File: src/hw/fault_mgr_consts.vh
/*
 * Shared constants of the safe output fault manager: diagnostic class
 * codes, subcode values and vector widths.
 * Assumes it is included by bare name from the design files.
 */
`ifndef FAULT_MGR_CONSTS_VH
`define FAULT_MGR_CONSTS_VH

// Output count: main output plus three zones
`define NUM_OUTPUTS        4
`define SUBCODE_W          4
`define CLASS_W            12
`define CODE_W             16

// Error classes, upper twelve bits of a diagnostic code
`define CLS_READBACK_STUCK 12'h021
`define CLS_SHORT          12'h023
`define CLS_LIGHT_TEST     12'h025
`define CLS_DARK_TEST      12'h026
`define CLS_READBACK_DIFF  12'h028
`define CLS_NONE           12'h000

// Subcodes naming the affected output or switch
`define SUB_MAIN_HIGH      4'h0
`define SUB_ZONE_ONE       4'h1
`define SUB_MAIN_LOW       4'h8
`define SUB_ZONE_COMMON    4'h9

// Widths of the fault source groups
`define STUCK_W            3
`define SHORT_W            4
`define LIGHT_W            5
`define DARK_W             6
`define DIFF_W             3

// Index of the low side and common entries inside the test groups
`define LIGHT_LOW_IDX      4
`define DARK_LOW_IDX       4
`define DARK_COMMON_IDX    5

// Reset values
`define OUT_RESET          4'h0
`define CODE_RESET         16'h0000

`endif

File: src/hw/pin_sync.v
/*
 * Two flip-flop synchroniser for a bundle of asynchronous levels.
 * Assumes each bit is an independent level from a pin; no bus coherence.
 */
`timescale 1ns/1ps

module pin_sync #(
    parameter WIDTH = 1
) (
    input  wire             clk,
    input  wire             nrst,
    input  wire [WIDTH-1:0] async_in,
    output reg  [WIDTH-1:0] sync_out
);

    reg [WIDTH-1:0] meta_r;

    // First stage feeds only the second stage
    always @(posedge clk) begin
        if (!nrst) begin
            meta_r   <= {WIDTH{1'b0}};
            sync_out <= {WIDTH{1'b0}};
        end else begin
            meta_r   <= async_in;
            sync_out <= meta_r;
        end
    end

endmodule // pin_sync

File: src/hw/fault_encoder.v
/*
 * Priority encoder turning latched fault vectors into one diagnostic code.
 * Assumes vectors are already latched; output is combinational.
 */
`timescale 1ns/1ps
`include "fault_mgr_consts.vh"

module fault_encoder (
    input  wire [`STUCK_W-1:0] stuck_lat,
    input  wire [`SHORT_W-1:0] short_lat,
    input  wire [`LIGHT_W-1:0] light_lat,
    input  wire [`DARK_W-1:0]  dark_lat,
    input  wire [`DIFF_W-1:0]  diff_lat,
    output reg  [`CODE_W-1:0]  code,
    output reg                 code_valid
);

    // Lowest set bit index, used for every group
    function [3:0] low_index;
        input [7:0] vec;
        integer     k;
        begin
            low_index = 4'h0;
            for (k = 7; k >= 0; k = k - 1) begin
                if (vec[k]) begin
                    low_index = k[3:0];
                end
            end
        end
    endfunction

    reg [3:0] idx;

    // Shutdown classes rank above the single-output short class
    always @* begin
        idx        = 4'h0;
        code       = `CODE_RESET;
        code_valid = 1'b0;
        if (|stuck_lat) begin
            idx        = low_index({5'h00, stuck_lat});
            code       = {`CLS_READBACK_STUCK, idx + `SUB_ZONE_ONE};   // see RQ1
            code_valid = 1'b1;
        end else if (|light_lat) begin
            idx        = low_index({3'h0, light_lat});
            code       = {`CLS_LIGHT_TEST,
                          (idx == `LIGHT_LOW_IDX) ? `SUB_MAIN_LOW : idx};  // see RQ6
            code_valid = 1'b1;
        end else if (|dark_lat) begin
            idx        = low_index({2'h0, dark_lat});
            code       = {`CLS_DARK_TEST,
                          (idx == `DARK_COMMON_IDX) ? `SUB_ZONE_COMMON :
                          (idx == `DARK_LOW_IDX)    ? `SUB_MAIN_LOW : idx};  // see RQ7
            code_valid = 1'b1;
        end else if (|diff_lat) begin
            idx        = low_index({5'h00, diff_lat});
            code       = {`CLS_READBACK_DIFF,
                          (idx == 4'h0) ? `SUB_MAIN_HIGH :
                          (idx == 4'h1) ? `SUB_MAIN_LOW : `SUB_ZONE_COMMON};  // see RQ8
            code_valid = 1'b1;
        end else if (|short_lat) begin
            idx        = low_index({4'h0, short_lat});
            code       = {`CLS_SHORT, idx};                             // see RQ4
            code_valid = 1'b1;
        end
    end

endmodule // fault_encoder

File: src/hw/safe_output_fault_manager.v
/*
 * Fault supervision for a safety digital output module: latches detected
 * output faults, forces outputs to the safe state, drives red indicators,
 * reports a diagnostic code and gates start-up.
 * Assumes detector flags arrive asynchronously from pins; demands, the
 * acknowledge and start-up status come from logic on clk.
 */
`timescale 1ns/1ps
`include "fault_mgr_consts.vh"

// Functional notes
// RQ1: Code holds class high, output id low nibble
// RQ2: Zone readback stuck forces all outputs safe
// RQ3: Global ack restarts only if nothing pending
// RQ4: Short reports class 023, lights own indicator
// RQ5: Short ack restarts affected output only
// RQ6: Light test failure forces all outputs safe
// RQ7: Dark test failure forces all outputs safe
// RQ8: Readback mismatch holds all outputs safe
// RQ9: No operation before parameters and self-test
// RQ10: Safety input returns to one automatically
// RQ11: Ack returns safe input immediately to operation
// RQ12: Shorted output indicator stays steadily red
// RQ13: Faults latch; ack ignored while cause active
module safe_output_fault_manager (
    input  wire                    clk,
    input  wire                    nrst,
    input  wire [`NUM_OUTPUTS-1:0] out_demand,
    input  wire                    fault_ack,
    input  wire                    param_loaded,
    input  wire                    selftest_done,
    input  wire                    selftest_error,
    input  wire                    safety_trigger,
    input  wire [`STUCK_W-1:0]     readback_stuck,
    input  wire [`SHORT_W-1:0]     short_detect,
    input  wire [`LIGHT_W-1:0]     light_test_fail,
    input  wire [`DARK_W-1:0]      dark_test_fail,
    input  wire [`DIFF_W-1:0]      readback_diff,
    output reg  [`NUM_OUTPUTS-1:0] out_enable_r,
    output reg  [`NUM_OUTPUTS-1:0] led_red_r,
    output reg  [`CODE_W-1:0]      diag_code_r,
    output reg                     diag_valid_r,
    output reg                     all_safe_r,
    output reg                     running_r,
    output reg                     safe_input_r
);

    localparam DET_W = `STUCK_W + `SHORT_W + `LIGHT_W + `DARK_W + `DIFF_W + 1;

    // Start-up states, one-hot
    localparam [2:0] ST_WAIT  = 3'b001;
    localparam [2:0] ST_RUN   = 3'b010;
    localparam [2:0] ST_ERROR = 3'b100;

    wire [DET_W-1:0]        det_raw;
    wire [DET_W-1:0]        det_sync;
    wire [`STUCK_W-1:0]     stuck_now;
    wire [`SHORT_W-1:0]     short_now;
    wire [`LIGHT_W-1:0]     light_now;
    wire [`DARK_W-1:0]      dark_now;
    wire [`DIFF_W-1:0]      diff_now;
    wire                    trigger_now;

    reg  [`STUCK_W-1:0]     stuck_r;
    reg  [`SHORT_W-1:0]     short_r;
    reg  [`LIGHT_W-1:0]     light_r;
    reg  [`DARK_W-1:0]      dark_r;
    reg  [`DIFF_W-1:0]      diff_r;
    reg  [`STUCK_W-1:0]     stuck_nxt;
    reg  [`SHORT_W-1:0]     short_nxt;
    reg  [`LIGHT_W-1:0]     light_nxt;
    reg  [`DARK_W-1:0]      dark_nxt;
    reg  [`DIFF_W-1:0]      diff_nxt;
    reg  [2:0]              state_r;
    reg  [2:0]              state_nxt;
    reg                     ack_d_r;
    reg  [`NUM_OUTPUTS-1:0] out_enable_nxt;
    reg  [`NUM_OUTPUTS-1:0] led_red_nxt;

    wire                    ack_pulse;
    wire                    global_now;
    wire                    global_lat_nxt;
    wire                    global_ack_ok;
    wire [`CODE_W-1:0]      enc_code;
    wire                    enc_valid;

    // All detector pins cross into clk through one synchroniser bank
    assign det_raw = {safety_trigger, readback_diff, dark_test_fail,
                      light_test_fail, short_detect, readback_stuck};

    pin_sync #(
        .WIDTH    (DET_W)
    ) u_det_sync (
        .clk      (clk),
        .nrst     (nrst),
        .async_in (det_raw),
        .sync_out (det_sync)
    );

    // Split the synchronised bank back into its groups
    assign stuck_now   = det_sync[`STUCK_W-1:0];
    assign short_now   = det_sync[`STUCK_W+`SHORT_W-1:`STUCK_W];
    assign light_now   = det_sync[`STUCK_W+`SHORT_W+`LIGHT_W-1:`STUCK_W+`SHORT_W];
    assign dark_now    = det_sync[DET_W-`DIFF_W-2:DET_W-`DIFF_W-`DARK_W-1];
    assign diff_now    = det_sync[DET_W-2:DET_W-`DIFF_W-1];
    assign trigger_now = det_sync[DET_W-1];

    // Acknowledge acts on its rising edge so a held level clears once
    assign ack_pulse = fault_ack & ~ack_d_r;

    always @(posedge clk) begin
        if (!nrst) begin
            ack_d_r <= 1'b0;
        end else begin
            ack_d_r <= fault_ack;
        end
    end

    // Any detector of a shutting-down class still asserted
    assign global_now = (|stuck_now) | (|light_now) | (|dark_now) | (|diff_now);

    // Global faults clear together, and only with every cause gone
    assign global_ack_ok = ack_pulse & ~global_now;        // see RQ3, RQ13

    // Latch update; a new detection always wins over a clear
    always @* begin
        stuck_nxt = stuck_r;
        light_nxt = light_r;
        dark_nxt  = dark_r;
        diff_nxt  = diff_r;
        short_nxt = short_r;
        if (global_ack_ok) begin
            stuck_nxt = {`STUCK_W{1'b0}};                   // see RQ3
            light_nxt = {`LIGHT_W{1'b0}};
            dark_nxt  = {`DARK_W{1'b0}};
            diff_nxt  = {`DIFF_W{1'b0}};
        end
        if (ack_pulse) begin
            short_nxt = short_r & short_now;                // see RQ5, RQ13
        end
        stuck_nxt = stuck_nxt | stuck_now;                  // see RQ2, RQ13
        light_nxt = light_nxt | light_now;                  // see RQ6
        dark_nxt  = dark_nxt | dark_now;                    // see RQ7
        diff_nxt  = diff_nxt | diff_now;                    // see RQ8
        short_nxt = short_nxt | short_now;                  // see RQ4
    end

    always @(posedge clk) begin
        if (!nrst) begin
            stuck_r <= {`STUCK_W{1'b0}};
            short_r <= {`SHORT_W{1'b0}};
            light_r <= {`LIGHT_W{1'b0}};
            dark_r  <= {`DARK_W{1'b0}};
            diff_r  <= {`DIFF_W{1'b0}};
        end else begin
            stuck_r <= stuck_nxt;
            short_r <= short_nxt;
            light_r <= light_nxt;
            dark_r  <= dark_nxt;
            diff_r  <= diff_nxt;
        end
    end

    assign global_lat_nxt = (|stuck_nxt) | (|light_nxt) | (|dark_nxt) | (|diff_nxt);

    // Start-up gate: a failed self-test keeps the outputs dead for good
    always @* begin
        case (state_r)
            ST_WAIT: begin
                if (selftest_done && selftest_error) begin
                    state_nxt = ST_ERROR;
                end else if (param_loaded && selftest_done) begin
                    state_nxt = ST_RUN;                     // see RQ9
                end else begin
                    state_nxt = ST_WAIT;
                end
            end
            ST_RUN: begin
                state_nxt = ST_RUN;
            end
            ST_ERROR: begin
                state_nxt = ST_ERROR;
            end
            default: begin
                state_nxt = ST_WAIT;
            end
        endcase
    end

    always @(posedge clk) begin
        if (!nrst) begin
            state_r <= ST_WAIT;
        end else begin
            state_r <= state_nxt;
        end
    end

    // Per-output enable and indicator, one generate slice per output
    genvar g;
    generate
        for (g = 0; g < `NUM_OUTPUTS; g = g + 1) begin : g_out
            always @* begin
                out_enable_nxt[g] = (state_nxt == ST_RUN) & out_demand[g]
                                    & ~global_lat_nxt        // see RQ2, RQ6, RQ7, RQ8
                                    & ~short_nxt[g];         // see RQ5
                led_red_nxt[g]    = global_lat_nxt | short_nxt[g];  // see RQ4, RQ12
            end
        end
    endgenerate

    // Diagnostic code of the highest ranking latched fault
    fault_encoder u_enc (
        .stuck_lat  (stuck_nxt),
        .short_lat  (short_nxt),
        .light_lat  (light_nxt),
        .dark_lat   (dark_nxt),
        .diff_lat   (diff_nxt),
        .code       (enc_code),
        .code_valid (enc_valid)
    );

    // Registered outputs; outputs are off from reset onward
    always @(posedge clk) begin
        if (!nrst) begin
            out_enable_r <= `OUT_RESET;
            led_red_r    <= `OUT_RESET;
            diag_code_r  <= `CODE_RESET;
            diag_valid_r <= 1'b0;
            all_safe_r   <= 1'b1;
            running_r    <= 1'b0;
            safe_input_r <= 1'b0;
        end else begin
            out_enable_r <= out_enable_nxt;
            led_red_r    <= led_red_nxt;
            diag_code_r  <= enc_code;                       // see RQ1
            diag_valid_r <= enc_valid;
            all_safe_r   <= global_lat_nxt | (state_nxt != ST_RUN);
            running_r    <= (state_nxt == ST_RUN);
            // Back to one when trigger drops and no shutdown is latched
            safe_input_r <= (state_nxt == ST_RUN) & ~trigger_now
                            & ~global_lat_nxt;               // see RQ10, RQ11
        end
    end

endmodule // safe_output_fault_manager

File: config.mk
export PLATFORM = sky130hd
export DESIGN_NAME = safe_output_fault_manager
export DESIGN_NICKNAME = d
export VERILOG_FILES = /design/src/hw/pin_sync.v /design/src/hw/fault_encoder.v /design/src/hw/safe_output_fault_manager.v
export VERILOG_INCLUDE_DIRS = /design/src /design/src/hw
export SDC_FILE = /design/constraint.sdc
export NUM_CORES = 1
export LEC_CHECK = 0
export BUFFER_PORTS_ARGS = -buffer_cell sky130_fd_sc_hd__buf_2
export CAP_MARGIN = 20
export CORE_ASPECT_RATIO = 1.1
export CORE_MARGIN = 5
export CORE_UTILIZATION = 59
export DETAILED_ROUTE_END_ITERATION = 8
export PLACE_DENSITY = 0.95
export SYNTH_ARGS = -nofsm -noshare
export SYNTH_HDL_FRONTEND = slang
export SYNTH_HIERARCHICAL = 1
export SYNTH_SLANG_ARGS = --single-unit
File: constraint.sdc
create_clock -name clk -period 8.8 [get_ports clk]
set_input_delay 0.88 -clock clk [delete_from_list [all_inputs] [get_ports clk]]
set_output_delay 0.88 -clock clk [all_outputs]
set_load 0.02 [all_outputs]
==> qor_table.md <==
| Result | Reported |
| --- | --- |
| GRT overflow | 0 |
| Number of standard cells after synthesis | 355 |
| Portion of the post-synthesis area used by sequential elements | 55.97% |
| Worst path top cell family by delay | simple AND/OR/NAND/NOR gates |
| WL final | 6.314 mm |
| Final critical path time including I/O delays and setup | 3.600 ns |
| Post-CTS Repair Setup Buffers | 0 |
| Fillcell total | 434 |
| Hold-fix buffers at CTS | 0 |
| Longest Clk Path Bufs | 2 |
| Most used standard cell by instance count after synthesis | sky130_fd_sc_hd__dfxtp_1 |
| Fin. max-slew vios | 0 |
| Overall die area | 7516 um^2 |
| Violation count after the first detailed-route iteration | 187 |
| GP Congestion | 0.8331 |
| Total area of sequential cells | 1942 um^2 |
| Antenna fix cells | 0 |
| Yosys top cell area share | 55.97% |
| Area contributors post-synth | sky130_fd_sc_hd__dfxtp_1 (56%), sky130_fd_sc_hd__and2_2 (9.5%), sky130_fd_sc_hd__and2_1 (3.8%) |
| Launching element type of the critical path | input pin |
| Relative slew slack | 45.96% |
| Launching point of the worst reg2reg path | u_det_sync/sync_out[13]$_SDFF_PN0_ |
| Pin count of the biggest net entering global routing | 71 |
| CTS clk-pin slew, worst paths | 0.10 ns |
| Post-synth EDFFs | 0 |
| Leakage power | 1.784 nW |
| Initial Utilization | 60.52% |
| Largest incremental delay on the critical path | 0.59 ns |
| Maximum clock frequency | 277.8 MHz |
| Final cycle utilization of the critical path | 40.91% |
| DIE WIDTH | 83.12 um |
| Post-CTS sizing | 0 |
| Root cell of the clock tree | sky130_fd_sc_hd__clkbuf_8 |
| Initial DRT Pass Iterations | 4 |
| Data required time at the worst endpoint | 9.06 ns |
| Highest fanout seen on the critical path | 17 |
| Peak ir drop on the vdd network | 0.1482 mV |
| Total number of vias | 2,541 |
| Max cap viols | 0 |
| Count of endpoints failing setup in the final report | 0 |
| H-tree Lvls | 3 |
| Most used flip-flop cell after synthesis | sky130_fd_sc_hd__dfxtp_1 |
| Post-synth ARST share | 0% |
| Summed instance area of the synthesized netlist | 3470 um^2 |
| Hold wc startpoint | u_det_sync/sync_out[21]$_SDFF_PN0_ |
| CP Cell Sequence | buf_2, nor2b_1, nand4_1, o21ai_0, nand2_1, or4_4, nor3_4, nand3_2, or4b_1, and2_1 |
| Number of nets still failing antenna checks after routing | 0 |
| Cell with the largest stage delay on the worst path | sky130_fd_sc_hd__or4_4 |
| Synth warn | 6 |
| Num rows | 29 |
| Tightest Pin Transition | 0.8106 ns |
| Syn Area/Cell | 9.773 um^2 |
| Total global routing track utilization | 17.08% |
| Design area | 3950 um^2 |
| Power per unit of standard cell area | 210.0 nW/um^2 |
| Unique cell type count in the Yosys netlist | 45 |
| Clock Latency Late Sink | 0.36 ns |
| Clock tree from TritonCTS | done |
| Setup TNS | 0 ns |
| Buffer and inverter count on the worst path | 1 |
| Total cell area at the placement stage | 3770 um^2 |
| Arrival time at the worst endpoint | 3.86 ns |
| Library cell with the largest summed area after synthesis | sky130_fd_sc_hd__dfxtp_1 |
| Number of vias per cell after detailed routing | 5.144 |
| Final HPWL DP | 4.409 mm |
| Setup repair after global routing missed its margin | no |
| Result of the run | finished clean |
| Timing startpoint of the critical path | fault_ack |
| Total clock buffers created by CTS | 9 |
| Nature of the critical path endpoint | flop |
| Final-report hold violation count | 0 |
| First-pass GRT wire length | 10.27 mm |
| Antenna violations before repair | 0 |
| Count of pins on the block boundary | 60 |
| Detail-routed net length per standard cell | 12.78 um |
| Area used by multi-input combinational logic | 1350 um^2 |
| Number of port buffers | 59 |
| Y dimension of the die | 90.43 um |
| Commonest cells in the netlist | sky130_fd_sc_hd__dfxtp_1 (97), sky130_fd_sc_hd__and2_2 (44), sky130_fd_sc_hd__a21oi_1 (25) |
| Total of flip-flops plus latches after synthesis | 97 |
| Final layout net count | 445 |
| Classification of the worst setup path | in2reg |
| Worst setup skew after layout | 0.01130 ns |
| Fraction of layout cells with a size suffix above 1 | 30.70% |
| Core region area | 5733 um^2 |
| Layout area overhead | 13.85% |
| CTS sink count | 97 |
| Number of global-route vias before repair | 2,422 |
| Remaining DRCs | 0 |
| Type of the tightest min-delay check | reg2reg |
==> kinds of logic after synthesis <==
kind of cell             count (synthesis)  synth area share (%)
buffers and inverters                   42                 5.770
AO/OA/AOI/OAI                           64                 10.89
AND/OR/NAND/NOR                        150                 26.90
other                                    1                0.1081
flip-flops                              97                 55.97
adder cells (fa/ha/maj)                  1                0.3606
==> layout make-up <==
cell class / instances / share of cell area, %
Tap cell: 77 / 2.439
Sequential cell: 97 / 49.16
Clock buffer: 11 / 3.579
Clock inverter: 5 / 0.9819
Inverter: 23 / 2.186
Multi-Input combinational cell: 222 / 34.18
Timing Repair Buffer: 59 / 7.475
==> placed cells by master (no fill, tap or decap), drive strengths merged, types with 2 or more instances in the layout <==
cell	Yosys	final
nand2b	3	3
or2	3	3
clkbuf	9	11
nand3	4	4
dfxtp	97	97
and2	65	65
a211o	2	2
nand2	24	24
conb	1	7
inv	23	25
nor3	14	14
nand4	2	2
clkinv	0	2
nor2b	3	3
buf	10	59
nor4	7	7
nor2	18	18
o22ai	2	2
a21oi	25	25
o21ai	20	20
o31a	4	4
nor3b	3	3
o21a	4	4
==> power by group <==
group | internal [mW] | switching, mW | leakage (nW)
Combinational | 0.0409 | 0.0600 | 0.893
Clock | 0.113 | 0.147 | 0.0903
Sequential | 0.461 | 0.00829 | 0.800
Total | 0.614 | 0.215 | 1.78
==> metrics by stage <==
step           setup slack, ns  utilization (%)  std cells  power, mW  hold WS [ns]
3_5_place_dp             4.886            65.76        478     0.5783        0.3798
3_3_place_gp             5.099            65.76        478     0.5733        0.3851
4_1_cts                  5.258            68.90        494     0.8349        0.3963
6_report                 5.200            68.90        494     0.8293        0.3999
5_1_grt                  5.049            68.90        494     0.8681        0.4300
2_1_floorplan            5.378                -        361     0.5525        0.3760
==> flip-flops by register name, indices dropped and copies added, names as in the netlist, 4 cells and up <==
signal,count
dark_r,6
diag_code_r,16
led_red_r,4
light_r,5
out_enable_r,4
short_r,4
u_det_sync/meta_r,22
u_det_sync/sync_out,22
==> routing by layer <==
metal	share of wire [%]	GRT usage, %	up-vias
met5	0	0	-
met1	41	18.66	1137
met3	7.3	7.299	26
met4	3.4	9.128	0
li1	-	-	1272
met2	49	27.94	106
==> worst paths after layout <==
check        slack, ns  cells past startpoint                       to
max               5.20                     10  diag_valid_r$_SDFF_PN0_
max reg2reg       5.27                      9  diag_valid_r$_SDFF_PN0_
min               0.40                      1  safe_input_r$_SDFF_PN0_
min reg2reg       0.40                      1  safe_input_r$_SDFF_PN0_
(Power assumes the default switching activity.)
